**config.mk**
```make
export PLATFORM = sky130hd
export DESIGN_NAME = dram_read_interleave_sched
export DESIGN_NICKNAME = d
export VERILOG_FILES = /design/src/core/dram_read_interleave_sched.v /design/src/core/two_entry_buffer.v
export VERILOG_INCLUDE_DIRS = /design/src /design/src/core
export SDC_FILE = /design/constraint.sdc
export NUM_CORES = 2
export LEC_CHECK = 0
export ABC_CLOCK_PERIOD_IN_PS = 20200
export BUFFER_PORTS_ARGS = -buffer_cell sky130_fd_sc_hd__buf_2
export CAP_MARGIN = 10
export CORE_ASPECT_RATIO = 0.9
export CORE_MARGIN = 1.5
export CORE_UTILIZATION = 40
export CTS_CLUSTER_SIZE = 28
export DETAILED_ROUTE_END_ITERATION = 16
export PLACE_DENSITY = 0.57
export RECOVER_POWER = 25
export SYNTH_ARGS = -nofsm -noshare
export SYNTH_HDL_FRONTEND = slang
export SYNTH_SLANG_ARGS = --single-unit
```
**constraint.sdc**
```tcl
create_clock -name sys_clk -period 20.2 [get_ports sys_clk]
set_input_delay 4.04 -clock sys_clk [delete_from_list [all_inputs] [get_ports sys_clk]]
set_output_delay 4.04 -clock sys_clk [all_outputs]
set_load 0.02 [all_outputs]
```
**src/core/sched_map.vh**
```
`ifndef SCHED_MAP_VH
`define SCHED_MAP_VH
// ----------------------------------------
// request clock divider
// ----------------------------------------
`define RQ_DIV_LAST    3'h7
`define RQ_RISE_AT     3'h3
// ----------------------------------------
// request packet layout on request_bus
// ----------------------------------------
`define OP_MSB         11
`define OP_LSB         10
`define OP_NOP         2'h0
`define OP_ACT         2'h1
`define OP_COL         2'h2
`define OP_PRE         2'h3
`define BANK_MSB       9
`define BANK_LSB       7
`define ROW_W          7
`define COL_W          6
`define COL_DELAY_BIT  6
`define PRE_DELAY_MSB  6
`define PRE_DELAY_LSB  5
`define REF_BANK_MSB   4
`define REF_BANK_LSB   2
`define REF_EN_BIT     1
// ----------------------------------------
// scheduler limits
// ----------------------------------------
`define TP_W           6
`define TMR_W          8
`define PRE_DELAY_MAX  8'h03
`define COL_DELAY_MAX  8'h01
`define READ_CREDITS   3'h2
`define DQ_W           16
`define NUM_BANKS      8
`endif

```
**src/core/dram_read_interleave_sched.v**
```verilog
// How it works
// - open bank with matching row gets column reads only, no activate or precharge
// - controller compares requested row with row it recorded open per bank
// - page miss: precharge, wait, activate, wait, then first column read
// - column reads at least column cycle apart; each data packet lasts one column cycle
// - closed banks are remembered; they need an activate only, no compare
// - closing precharge waits read-to-precharge time after the bank's last column read
// - activate-to-precharge spacing is larger of minimum or activate-to-read plus read-to-precharge
// - per-request close flag is the page policy: close after reads or leave open
// - activates are spaced by the activate-to-activate time
// - a request to a bank with a pending precharge waits until it is issued
// - read streams rotate four banks; same-bank hold keeps conflicts safe
// - column rate from column cycle time, column phase from activate-to-read timer
// - a column may go one slot early with its delay bit set
// - precharges spaced by their own minimum; may go early with delay field compensating
// - one packet per request cycle on the single request bus
// - each transaction reads two packets from its bank
// - precharge bank and refresh bank fields never name the same bank
`timescale 1ns/10ps
`include "sched_map.vh"
module dram_read_interleave_sched (
    input  wire                sys_clk,
    input  wire                reset,
    input  wire                req_valid,
    output wire                req_ready,
    input  wire [2:0]          req_bank,
    input  wire [`ROW_W-1:0]   req_row,
    input  wire [`COL_W-1:0]   req_col,
    input  wire                req_close,
    input  wire [`TP_W-1:0]    t_rp,
    input  wire [`TP_W-1:0]    t_rcd,
    input  wire [`TP_W-1:0]    t_rdp,
    input  wire [`TP_W-1:0]    t_ras,
    input  wire [`TP_W-1:0]    t_rr,
    input  wire [`TP_W-1:0]    t_cc,
    input  wire [`TP_W-1:0]    t_pp,
    output wire                rq_clk,
    output wire [11:0]         request_bus,
    input  wire [`DQ_W-1:0]    dq_in,
    input  wire                dq_valid,
    output wire [`DQ_W-1:0]    rdata,
    output wire                rdata_valid,
    input  wire                rdata_ready,
    output wire                busy
);
    // ----------------------------------------
    // states
    // ----------------------------------------
    localparam S_IDLE  = 3'h0;
    localparam S_CLASS = 3'h1;
    localparam S_ACT   = 3'h2;
    localparam S_COL1  = 3'h3;
    localparam S_COL2  = 3'h4;

    reg  [2:0]            div_q;
    reg                   rq_clk_q;
    reg  [11:0]           bus_q;
    reg  [2:0]            st_q;
    reg                   ready_q;
    reg  [2:0]            cur_bank_q;
    reg  [`ROW_W-1:0]     cur_row_q;
    reg  [`COL_W-1:0]     cur_col_q;
    reg                   cur_close_q;
    reg  [7:0]            open_q;
    reg  [7:0]            pc_q;
    reg  [`ROW_W-1:0]     row_q [0:`NUM_BANKS-1];
    reg  [`TMR_W-1:0]     rr_q;
    reg  [`TMR_W-1:0]     cc_q;
    reg  [`TMR_W-1:0]     pp_q;
    reg  [`DQ_W-1:0]      dq_s1_q;
    reg  [`DQ_W-1:0]      dq_s2_q;
    reg                   dv_s1_q;
    reg                   dv_s2_q;
    reg  [`TP_W-1:0]      ph_q;
    reg                   push_q;
    reg  [`DQ_W-1:0]      push_data_q;
    reg  [2:0]            out_q;
    reg                   busy_q;
    wire                  tick;
    wire [8*`TMR_W-1:0]   ap_flat;
    wire [8*`TMR_W-1:0]   ar_flat;
    wire [8*`TMR_W-1:0]   rp_flat;
    wire [8*`TMR_W-1:0]   rdp_flat;
    wire [`TMR_W-1:0]     ar_b;
    wire [`TMR_W-1:0]     rp_b;
    wire [1:0]            buf_cnt;
    wire                  buf_in_ready;
    wire                  credit_ok;
    wire                  act_go;
    wire                  col_want;
    wire                  col_now;
    wire                  col_early;
    wire                  col_go;
    wire                  cdel;
    wire                  pre_go;
    wire [`TMR_W-1:0]     ras_sum;
    wire [`TMR_W-1:0]     ap_load;
    wire [`COL_W-1:0]     col_addr;
    reg                   pfound;
    reg  [2:0]            psel;
    reg  [1:0]            pwait;
    reg  [`TMR_W-1:0]     wk;
    integer               k;

    function [`TMR_W-1:0] max2;
        input [`TMR_W-1:0] a;
        input [`TMR_W-1:0] b;
        begin
            max2 = (a > b) ? a : b;
        end
    endfunction

    // ----------------------------------------
    // request clock: driven out, one tick per request cycle
    // ----------------------------------------
    assign tick   = (div_q == `RQ_DIV_LAST);
    assign rq_clk = rq_clk_q;

    always @(posedge sys_clk or posedge reset) begin
        if (reset) begin
            div_q    <= 3'h0;
            rq_clk_q <= 1'b0;
        end else begin
            div_q <= div_q + 3'h1;
            if (div_q == `RQ_RISE_AT)
                rq_clk_q <= 1'b1;
            else if (tick)
                rq_clk_q <= 1'b0;
        end
    end

    // ----------------------------------------
    // per-bank countdown timers
    // ----------------------------------------
    assign ras_sum = {2'h0, t_rcd} + {2'h0, t_rdp};
    assign ap_load = max2({2'h0, t_ras}, ras_sum);
    assign cdel    = col_early;

    genvar i;
    generate
        for (i = 0; i < `NUM_BANKS; i = i + 1) begin : g_bank
            reg [`TMR_W-1:0] ap_q;
            reg [`TMR_W-1:0] ar_q;
            reg [`TMR_W-1:0] rp_q;
            reg [`TMR_W-1:0] rdp_q;
            wire             hit;
            wire             phit;
            assign hit  = (cur_bank_q == i);
            assign phit = (psel == i);
            assign ap_flat[i*`TMR_W +: `TMR_W]  = ap_q;
            assign ar_flat[i*`TMR_W +: `TMR_W]  = ar_q;
            assign rp_flat[i*`TMR_W +: `TMR_W]  = rp_q;
            assign rdp_flat[i*`TMR_W +: `TMR_W] = rdp_q;
            always @(posedge sys_clk or posedge reset) begin
                if (reset) begin
                    ap_q  <= {`TMR_W{1'b0}};
                    ar_q  <= {`TMR_W{1'b0}};
                    rp_q  <= {`TMR_W{1'b0}};
                    rdp_q <= {`TMR_W{1'b0}};
                end else if (tick) begin
                    if (act_go && hit) begin
                        ap_q <= ap_load;
                        ar_q <= {2'h0, t_rcd};
                    end else begin
                        ap_q <= (ap_q != 0) ? ap_q - 1'b1 : ap_q;
                        ar_q <= (ar_q != 0) ? ar_q - 1'b1 : ar_q;
                    end
                    if (pre_go && phit)
                        rp_q <= {2'h0, t_rp} + {6'h00, pwait};
                    else if (rp_q != 0)
                        rp_q <= rp_q - 1'b1;
                    if (col_go && hit)
                        rdp_q <= {2'h0, t_rdp} + {7'h00, cdel};
                    else if (rdp_q != 0)
                        rdp_q <= rdp_q - 1'b1;
                end
            end
        end
    endgenerate

    assign ar_b = ar_flat[{cur_bank_q, 3'h0} +: `TMR_W];
    assign rp_b = rp_flat[{cur_bank_q, 3'h0} +: `TMR_W];

    // ----------------------------------------
    // slot allocation
    // ----------------------------------------
    // the two-entry buffer bounds reads in flight; long read delays therefore leave gaps
    assign credit_ok = ({1'b0, out_q} + {2'h0, buf_cnt}) < {1'b0, `READ_CREDITS};
    assign act_go    = tick && (st_q == S_ACT) && !pc_q[cur_bank_q]
                       && (rp_b == 0) && (rr_q == 0);
    assign col_want  = ((st_q == S_COL1) || (st_q == S_COL2)) && credit_ok;
    assign col_now   = col_want && (cc_q == 0) && (ar_b == 0);
    assign col_early = col_want && !col_now && (cc_q <= `COL_DELAY_MAX)
                       && (ar_b <= `COL_DELAY_MAX);
    assign col_go    = tick && (col_now || col_early);
    assign col_addr  = (st_q == S_COL2) ? cur_col_q + 1'b1 : cur_col_q;
    assign pre_go    = tick && pfound && !act_go && !col_go;

    // lowest closable bank; a wait up to the delay field's reach is absorbed by it
    always @* begin
        pfound = 1'b0;
        psel   = 3'h0;
        pwait  = 2'h0;
        wk     = {`TMR_W{1'b0}};
        for (k = `NUM_BANKS - 1; k >= 0; k = k - 1) begin
            wk = max2(max2(ap_flat[k*`TMR_W +: `TMR_W], rdp_flat[k*`TMR_W +: `TMR_W]), pp_q);
            if (pc_q[k] && (wk <= `PRE_DELAY_MAX)) begin
                pfound = 1'b1;
                psel   = k[2:0];
                pwait  = wk[1:0];
            end
        end
    end

    // ----------------------------------------
    // global spacing timers
    // ----------------------------------------
    always @(posedge sys_clk or posedge reset) begin
        if (reset) begin
            rr_q <= {`TMR_W{1'b0}};
            cc_q <= {`TMR_W{1'b0}};
            pp_q <= {`TMR_W{1'b0}};
        end else if (tick) begin
            if (act_go)
                rr_q <= {2'h0, t_rr};
            else if (rr_q != 0)
                rr_q <= rr_q - 1'b1;
            if (col_go)
                cc_q <= {2'h0, t_cc} + {7'h00, cdel};
            else if (cc_q != 0)
                cc_q <= cc_q - 1'b1;
            if (pre_go)
                pp_q <= {2'h0, t_pp} + {6'h00, pwait};
            else if (pp_q != 0)
                pp_q <= pp_q - 1'b1;
        end
    end

    // ----------------------------------------
    // request bus, one packet per request cycle
    // ----------------------------------------
    always @(posedge sys_clk or posedge reset) begin
        if (reset) begin
            bus_q <= 12'h000;
        end else if (tick) begin
            if (act_go)
                bus_q <= {`OP_ACT, cur_bank_q, cur_row_q};
            else if (col_go)
                bus_q <= {`OP_COL, cur_bank_q, cdel, col_addr};
            else if (pre_go)
                bus_q <= {`OP_PRE, psel, pwait, psel ^ 3'h1, 1'b0, 1'b0};
            else
                bus_q <= 12'h000;
        end
    end
    assign request_bus = bus_q;

    // ----------------------------------------
    // transaction sequencer and bank state
    // ----------------------------------------
    always @(posedge sys_clk or posedge reset) begin
        if (reset) begin
            st_q        <= S_IDLE;
            ready_q     <= 1'b0;
            cur_bank_q  <= 3'h0;
            cur_row_q   <= {`ROW_W{1'b0}};
            cur_col_q   <= {`COL_W{1'b0}};
            cur_close_q <= 1'b0;
            open_q      <= 8'h00;
            pc_q        <= 8'h00;
        end else begin
            if (pre_go) begin
                open_q[psel] <= 1'b0;
                pc_q[psel]   <= 1'b0;
            end
            case (st_q)
                S_IDLE: begin
                    ready_q <= 1'b1;
                    if (req_valid && ready_q) begin
                        ready_q     <= 1'b0;
                        cur_bank_q  <= req_bank;
                        cur_row_q   <= req_row;
                        cur_col_q   <= req_col;
                        cur_close_q <= req_close;
                        st_q        <= S_CLASS;
                    end
                end
                S_CLASS: begin
                    // requester rotates banks; a repeated bank waits here only while its precharge is pending
                    if (!pc_q[cur_bank_q]) begin
                        if (open_q[cur_bank_q] && (row_q[cur_bank_q] == cur_row_q)) begin
                            st_q <= S_COL1;
                        end else if (open_q[cur_bank_q]) begin
                            pc_q[cur_bank_q] <= 1'b1;
                            st_q             <= S_ACT;
                        end else begin
                            st_q <= S_ACT;
                        end
                    end
                end
                S_ACT: begin
                    if (act_go) begin
                        open_q[cur_bank_q] <= 1'b1;
                        st_q               <= S_COL1;
                    end
                end
                S_COL1: begin
                    if (col_go)
                        st_q <= S_COL2;
                end
                S_COL2: begin
                    if (col_go) begin
                        if (cur_close_q)
                            pc_q[cur_bank_q] <= 1'b1;
                        st_q    <= S_IDLE;
                        ready_q <= 1'b1;
                    end
                end
                default: begin
                    st_q <= S_IDLE;
                end
            endcase
        end
    end

    always @(posedge sys_clk) begin
        if (act_go)
            row_q[cur_bank_q] <= cur_row_q;
    end
    assign req_ready = ready_q;

    // ----------------------------------------
    // read data capture
    // ----------------------------------------
    always @(posedge sys_clk or posedge reset) begin
        if (reset) begin
            dq_s1_q     <= {`DQ_W{1'b0}};
            dq_s2_q     <= {`DQ_W{1'b0}};
            dv_s1_q     <= 1'b0;
            dv_s2_q     <= 1'b0;
            ph_q        <= {`TP_W{1'b0}};
            push_q      <= 1'b0;
            push_data_q <= {`DQ_W{1'b0}};
            out_q       <= 3'h0;
            busy_q      <= 1'b0;
        end else begin
            dq_s1_q <= dq_in;
            dq_s2_q <= dq_s1_q;
            dv_s1_q <= dq_valid;
            dv_s2_q <= dv_s1_q;
            push_q  <= 1'b0;
            if (tick) begin
                if (ph_q != 0) begin
                    ph_q <= ph_q - 1'b1;
                end else if (dv_s2_q) begin
                    push_q      <= 1'b1;
                    push_data_q <= dq_s2_q;
                    ph_q        <= t_cc - 1'b1;
                end
            end
            case ({col_go, push_q})
                2'b10:   out_q <= out_q + 3'h1;
                2'b01:   out_q <= (out_q != 0) ? out_q - 3'h1 : out_q;
                default: out_q <= out_q;
            endcase
            busy_q <= (st_q != S_IDLE) || (pc_q != 8'h00) || (out_q != 3'h0);
        end
    end
    assign busy = busy_q;

    two_entry_buffer u_rbuf (
        .clk       (sys_clk),
        .reset     (reset),
        .in_valid  (push_q),
        .in_ready  (buf_in_ready),
        .in_data   (push_data_q),
        .out_valid (rdata_valid),
        .out_ready (rdata_ready),
        .out_data  (rdata),
        .count     (buf_cnt)
    );
endmodule

```
**src/core/two_entry_buffer.v**
```verilog
`timescale 1ns/10ps
`include "sched_map.vh"
module two_entry_buffer (
    input  wire             clk,
    input  wire             reset,
    input  wire             in_valid,
    output wire             in_ready,
    input  wire [`DQ_W-1:0] in_data,
    output wire             out_valid,
    input  wire             out_ready,
    output wire [`DQ_W-1:0] out_data,
    output wire [1:0]       count
);
    // ----------------------------------------
    // shift-style storage, head always entry 0
    // ----------------------------------------
    reg [`DQ_W-1:0] e0_q;
    reg [`DQ_W-1:0] e1_q;
    reg             v0_q;
    reg             v1_q;
    wire            pop;
    wire            push;

    assign pop       = v0_q & out_ready;
    assign in_ready  = ~v1_q;
    assign push      = in_valid & ~v1_q;
    assign out_valid = v0_q;
    assign out_data  = e0_q;
    assign count     = {1'b0, v0_q} + {1'b0, v1_q};

    always @(posedge clk or posedge reset) begin
        if (reset) begin
            e0_q <= {`DQ_W{1'b0}};
            e1_q <= {`DQ_W{1'b0}};
            v0_q <= 1'b0;
            v1_q <= 1'b0;
        end else begin
            if (pop) begin
                if (v1_q) begin
                    e0_q <= e1_q;
                    v0_q <= 1'b1;
                    v1_q <= push;
                    e1_q <= in_data;
                end else begin
                    v0_q <= push;
                    e0_q <= in_data;
                end
            end else if (push) begin
                if (v0_q) begin
                    e1_q <= in_data;
                    v1_q <= 1'b1;
                end else begin
                    e0_q <= in_data;
                    v0_q <= 1'b1;
                end
            end
        end
    end
endmodule

```
; Word-level counts from Yosys, hierarchy flattened
; Memories as Yosys holds them, arrays and structs flattened.
; Index checks and enable logic that the tools add are counted.
[word_totals]
ff_bits = 428
mem_bits_rw = 56
inputBits = 80
out_inout_bits = 32
elab_cells = 541
memories = 1
[op_classes]
addsub = 48
order_cmp = 32
eq_ne = 31
shift = 2
n_mux = 169
n_bitwise = 10
reduce_logical = 189
[memory_table]
columns = name, words, word_bits, rd, rd_ports_with_merged_regs, write_ports, line
row1 = row_q, 8, 7, 1, 0, 1, dram_read_interleave_sched.v:66  ; reg [`ROW_W-1:0] row_q [0:`NUM_BANKS-1];
[op_table]
columns = cell, n
row1 = two-way mux 8 bit, 95
row2 = nonzero test 8 bit, 36
row3 = subtractor 8 x 1 -> 8 bit (second input constant), 35
row4 = > comparator 8 bit, 16
row5 = two-way mux 16 bit, 8
row6 = indexed part select 64 x 7 -> 8 bit, 2
row7 = AND reduction 2 bit, 41
row8 = nonzero test 2 bit, 41
row9 = less-or-equal comparator 8 x 2 -> 1 bit (second input constant), 8
row10 = logical AND 1 bit, 50
row11 = two-way mux 3 bit, 14
row12 = two-way mux 12 bit, 3
row13 = logical NOT 8 bit, 4
row14 = equality test 3 bit (second input constant), 10
row15 = two-way mux 1 bit, 29
row16 = equality test 3 x 2 -> 1 bit (second input constant), 7
row17 = two-way mux 6 bit, 3
row18 = AND 8 bit, 2
row19 = less-or-equal comparator 8 x 1 -> 1 bit (second input constant), 2
row20 = two-way mux 2 bit, 8
row21 = bitwise OR 8 bit, 2
row22 = case mux 8 bit (2 select lines), 1
row23 = case mux 3 bit (5 select lines), 1
row24 = adder 6 x 1 -> 7 bit, 2
row25 = 33 further kinds, 61

; Depth between registers and ports, before layout
[logic_depth]
depth_word = 26
depth_mapped = 29
depth_no_buf = 27

; By module
; Synthesis repeated with hierarchy kept, for this count alone.
[hier_totals]
cells_unflattened = 3254
hier_area_um2 = 30197.7
[modules_own_cells]
columns = module, n_inst, cells_each, area_per_inst_um2, seq_area_each_um2
row1 = dram_read_interleave_sched, 1, 3113, 28551.1, 11541.1
row2 = two_entry_buffer, 1, 141, 1646.6, 850.8

; Worst setup path after synthesis
; OpenSTA, ideal clock, no wires.
[synth_timing]
kind = input -> register
from = input t_rcd[0]
to = register g_bank[6].ap_q[3]
arrival_time_ns = 7.016
slack_ns = 13.063
stages = 15
path_cell_list = ha_1 fa_1 a21o_1 a21oi_1 xnor2_1 inv_1 ha_1 nand2_1 o21ai_0 or3b_2 clkbuf_1 mux2i_1 nand2_1 o31a_1 o22a_1
[synth_via]
elab_chain_cells = 4
[synth_rtl]
columns = item, line
row1 = start: declaration, dram_read_interleave_sched.v:31  ; input wire [`TP_W-1:0] t_rcd,
row2 = adder 6 x 6 -> 7 bit *, dram_read_interleave_sched.v:135  ; assign ras_sum = {2'h0, t_rcd} + {2'h0, t_rdp};
row3 = > comparator 6 x 7 -> 1 bit, dram_read_interleave_sched.v:109  ; max2 = (a > b) ? a : b;
row4 = two-way mux 7 bit *, dram_read_interleave_sched.v:109
row5 = two-way mux 8 bit *, dram_read_interleave_sched.v:161  ; if (act_go && hit) begin
row6 = end signal: assignment, dram_read_interleave_sched.v:156  ; ap_q <= {`TMR_W{1'b0}};
row7 = end signal: assignment, dram_read_interleave_sched.v:162  ; ap_q <= ap_load;
row8 = end signal: assignment, dram_read_interleave_sched.v:165  ; ap_q <= (ap_q != 0) ? ap_q - 1'b1 : ap_q;
row9 = end: declaration, dram_read_interleave_sched.v:142  ; reg [`TMR_W-1:0] ap_q;
; Every way passes the cells marked *; elsewhere a longest branch is shown, timed or not.
; A chain may end at the register's enable or synchronous reset.

==> flow_summary.json <==
{
  "status": "finished, violations left",
  "violations": "capacitance limit, slew limit",
  "grtUsageTotal_pct": 23.9,
  "cp_num_buf_inv": 5,
  "postCtsSetupBuffers": 0,
  "root_buffer": "clkbuf_16",
  "cp_data_arrival_time_ns": 8.44,
  "synthCells": 3377,
  "synth_cell_type_count": 93,
  "max_freq_mhz": 127,
  "portBuffers": 111,
  "hp-class": "reg2reg",
  "final_nets": 3731,
  "irDropWorstVdd_uv": 57.1,
  "yosys_warnings": 0,
  "first_pass_iters": 6,
  "cts_tree": "built",
  "tns_ns": 0,
  "synthTopCellsByArea": "dfrtp_1 35%, ha_1 7.8%, o21ai_0 5.7%",
  "dr_total_vias": 26000,
  "grt_max_degree": 130,
  "viasPerCell": 5.75,
  "yosys.area.top_type": "dfrtp_1",
  "worst_ep_required_time_ns": 20.79,
  "dieWidth_microns": 294,
  "yosysTopAreaCellShare_pct": 35.2,
  "synth_flop_cell": "dfrtp_1",
  "placedCellCount": 4415,
  "tightest_slew_ns": 3.87,
  "cpMaxStageDelayCell": "clkinvlp_2",
  "numCtsBuffers": 57,
  "postPlaceCellArea_sq_um": 32200,
  "hold_viol": 0,
  "fin_cells": 4519,
  "synthTopCellsByCount": "428 x dfrtp_1, 350 x nand2_1, 345 x o21ai_0, 265 x nor2_1, 239 x a21oi_1",
  "totalPowerFinal_mw": 2.21,
  "rsz0062_at_grt": "no",
  "grt_pass1_vias": 24600,
  "dp_hpwl_microns": 66300,
  "crit_chain": "buf_2, clkinvlp_2, buf_12, buf_4, buf_4",
  "die_area_sq_um": 77800,
  "period_minus_slack_ns": 7.85,
  "synthArstFlopShare_pct": 88.4,
  "h-tree-depth": 2,
  "critPathMaxStageDelay_ns": 2.14,
  "syn-cell-area_sq_um": 30400,
  "clk_pin_slew_ns": 0.06,
  "start_kind": "primary input",
  "antenna_found_initial": 4,
  "postCtsResizedCells": 0,
  "min_period_over_period_pct": 38.9,
  "drt-total-wl_microns": 93900,
  "fp.dieH_microns": 265,
  "areaGrowthSynthToFinish_pct": 11.8,
  "drt_iter0_drc": 2090,
  "ctsHoldBuffers": 0,
  "grt_pass1_wl_microns": 145000,
  "path_max_fanout": 129,
  "antenna_left": 0,
  "fin_worst_skew_ns": 0.0256,
  "power.leakage_nw": 14.1,
  "ys_ff_latch": 484,
  "drcViolationCount": 0,
  "setup.worst_path.end_class": "async pin",
  "maxCapViolCount": 7,
  "clk_latency_ns": 0.63,
  "worstSetupPathType": "in2async",
  "synth.net_count": 3652,
  "synth-edff-count": 56,
  "io_pins": 112,
  "synth_seq_area_share_pct": 40.7,
  "design_area_sq_um": 34000,
  "drive_gt1_share_pct": 11.4,
  "wl_per_cell_microns": 20.8,
  "clock_sinks": 484,
  "power_density_nw_per_um2": 64.9,
  "post-synth-top-count-cell": "dfrtp_1",
  "slew_viol_final": 337,
  "start_util_pct": 40.6,
  "num_rows": 95,
  "setup_violations": 0,
  "grt_overflow": 0,
  "critical_path.most_common_cell": "buf_4",
  "crit_family": "buffers and inverters",
  "clockBufferDepth": 3,
  "syn_avg_cell_area_sq_um": 9.02,
  "place.gp.congestion": 0.903,
  "coreArea_sq_um": 75000,
  "slew_headroom_pct": -160
}
[layout by cell type, fill, tap and decap left out, types with 30 or more instances in the layout]
| master | synthesis | final |
|---|---|---|
| dfrtp_1 | 428 | 426 |
| nand2_1 | 350 | 350 |
| o21ai_0 | 345 | 346 |
| nor2_1 | 265 | 265 |
| a21oi_1 | 239 | 238 |
| ha_1 | 191 | 191 |
| inv_1 | 185 | 184 |
| nor3_1 | 127 | 126 |
| buf_2 | 21 | 110 |
| nand3_1 | 94 | 94 |
| mux2_2 | 79 | 79 |
| xnor2_1 | 67 | 64 |
| mux2i_1 | 57 | 57 |
| clkbuf_16 | 0 | 57 |
| edfxtp_1 | 56 | 56 |
| nor4_1 | 55 | 55 |
| nand4_1 | 49 | 49 |
| buf_4 | 2 | 42 |
| nand2b_1 | 37 | 37 |
| a22o_1 | 37 | 37 |
| xor2_1 | 32 | 32 |
| or3_1 | 30 | 30 |
| nor2b_1 | 30 | 30 |
| o22ai_1 | 30 | 30 |
[per-stage QoR]
step,setup slack (ns),hold slack [ns],util (%)
final,12.35,0.346,45.4
after global placement,12.42,0.332,42.9
after detailed placement,12.28,0.335,42.9
after CTS,12.55,0.349,45.5
after floorplan,4.24,0.331,-
after global routing,11.44,0.349,45.4
[state kept, by name (all words and copies together) (netlist names), 12 cells and up]
| signal | flops |
|---|---|
| g_bank.ar_q | 64 |
| g_bank.rp_q | 64 |
| dq_s2_q | 16 |
| request_bus | 12 |
| g_bank.rdp_q | 64 |
| g_bank.ap_q | 64 |
| push_data_q | 16 |
| u_rbuf.out_data | 16 |
| row_q | 56 |
| u_rbuf.e1_q | 16 |
| dq_s1_q | 16 |
[cell type report]
class,instances,area [sq um]
Inverter,190,714
Sequential cell,484,12400
Fill cell,7306,41000
Multi-Input combinational cell,2558,16800
Antenna cell,1,2.50
Tap cell,1018,1270
Timing Repair Buffer,165,931
Clock buffer,83,1630
Clock inverter,20,298
[cells by family after synthesis]
family	count (synthesis)	synth area share [%]
AO/OA/AOI/OAI	925	18.7
XOR/XNOR	99	2.85
adder cells (fa/ha/maj)	195	8.11
buffers and inverters	335	4.24
flip-flops	484	40.7
multiplexers	157	6.35
AND/OR/NAND/NOR	1182	19.1
[where the power goes]
| part | internal [mW] | switching, mW | total [mW] |
|---|---|---|---|
| clock | 0.648 | 0.424 | 1.07 |
| combinational | 0.0383 | 0.0780 | 0.116 |
| sequential | 1.00 | 0.0189 | 1.02 |
| total | 1.69 | 0.521 | 2.21 |
[metal layers]
layer  wire length (microns)  share of wire (%)  vias up  track usage (%)
li1                        -                  -    12500                -
met1                   43400                 46    12600             34.1
met2                   41400                 44      723             36.8
met3                    6010                6.4      145             3.71
met4                    3150                3.4        4             8.39
met5                      21              0.022        -                0
[path summary, 6_finish.rpt]
check / from / end / slack, ns / cells past startpoint
min in group asynchronous: reset / g_bank[0].ar_q[2]$_DFFE_PP0P_ / 4.55 / 2
hold / removal: dq_s1_q[7]$_DFF_PP0_ / dq_s2_q[7]$_DFF_PP0_ / 0.35 / 0
hold reg to reg: dq_s1_q[7]$_DFF_PP0_ / dq_s2_q[7]$_DFF_PP0_ / 0.35 / 0
setup reg to reg: g_bank[5].rdp_q[5]$_DFFE_PP0P_ / g_bank[5].rp_q[5]$_DFFE_PP0P_ / 12.48 / 24
setup / recovery: reset / cur_bank_q[0]$_DFFE_PP0P_ / 12.35 / 5
max in group sys_clk: g_bank[5].rdp_q[5]$_DFFE_PP0P_ / g_bank[5].rp_q[5]$_DFFE_PP0P_ / 12.48 / 24
Note: power is estimated with default switching activity, not from simulation.
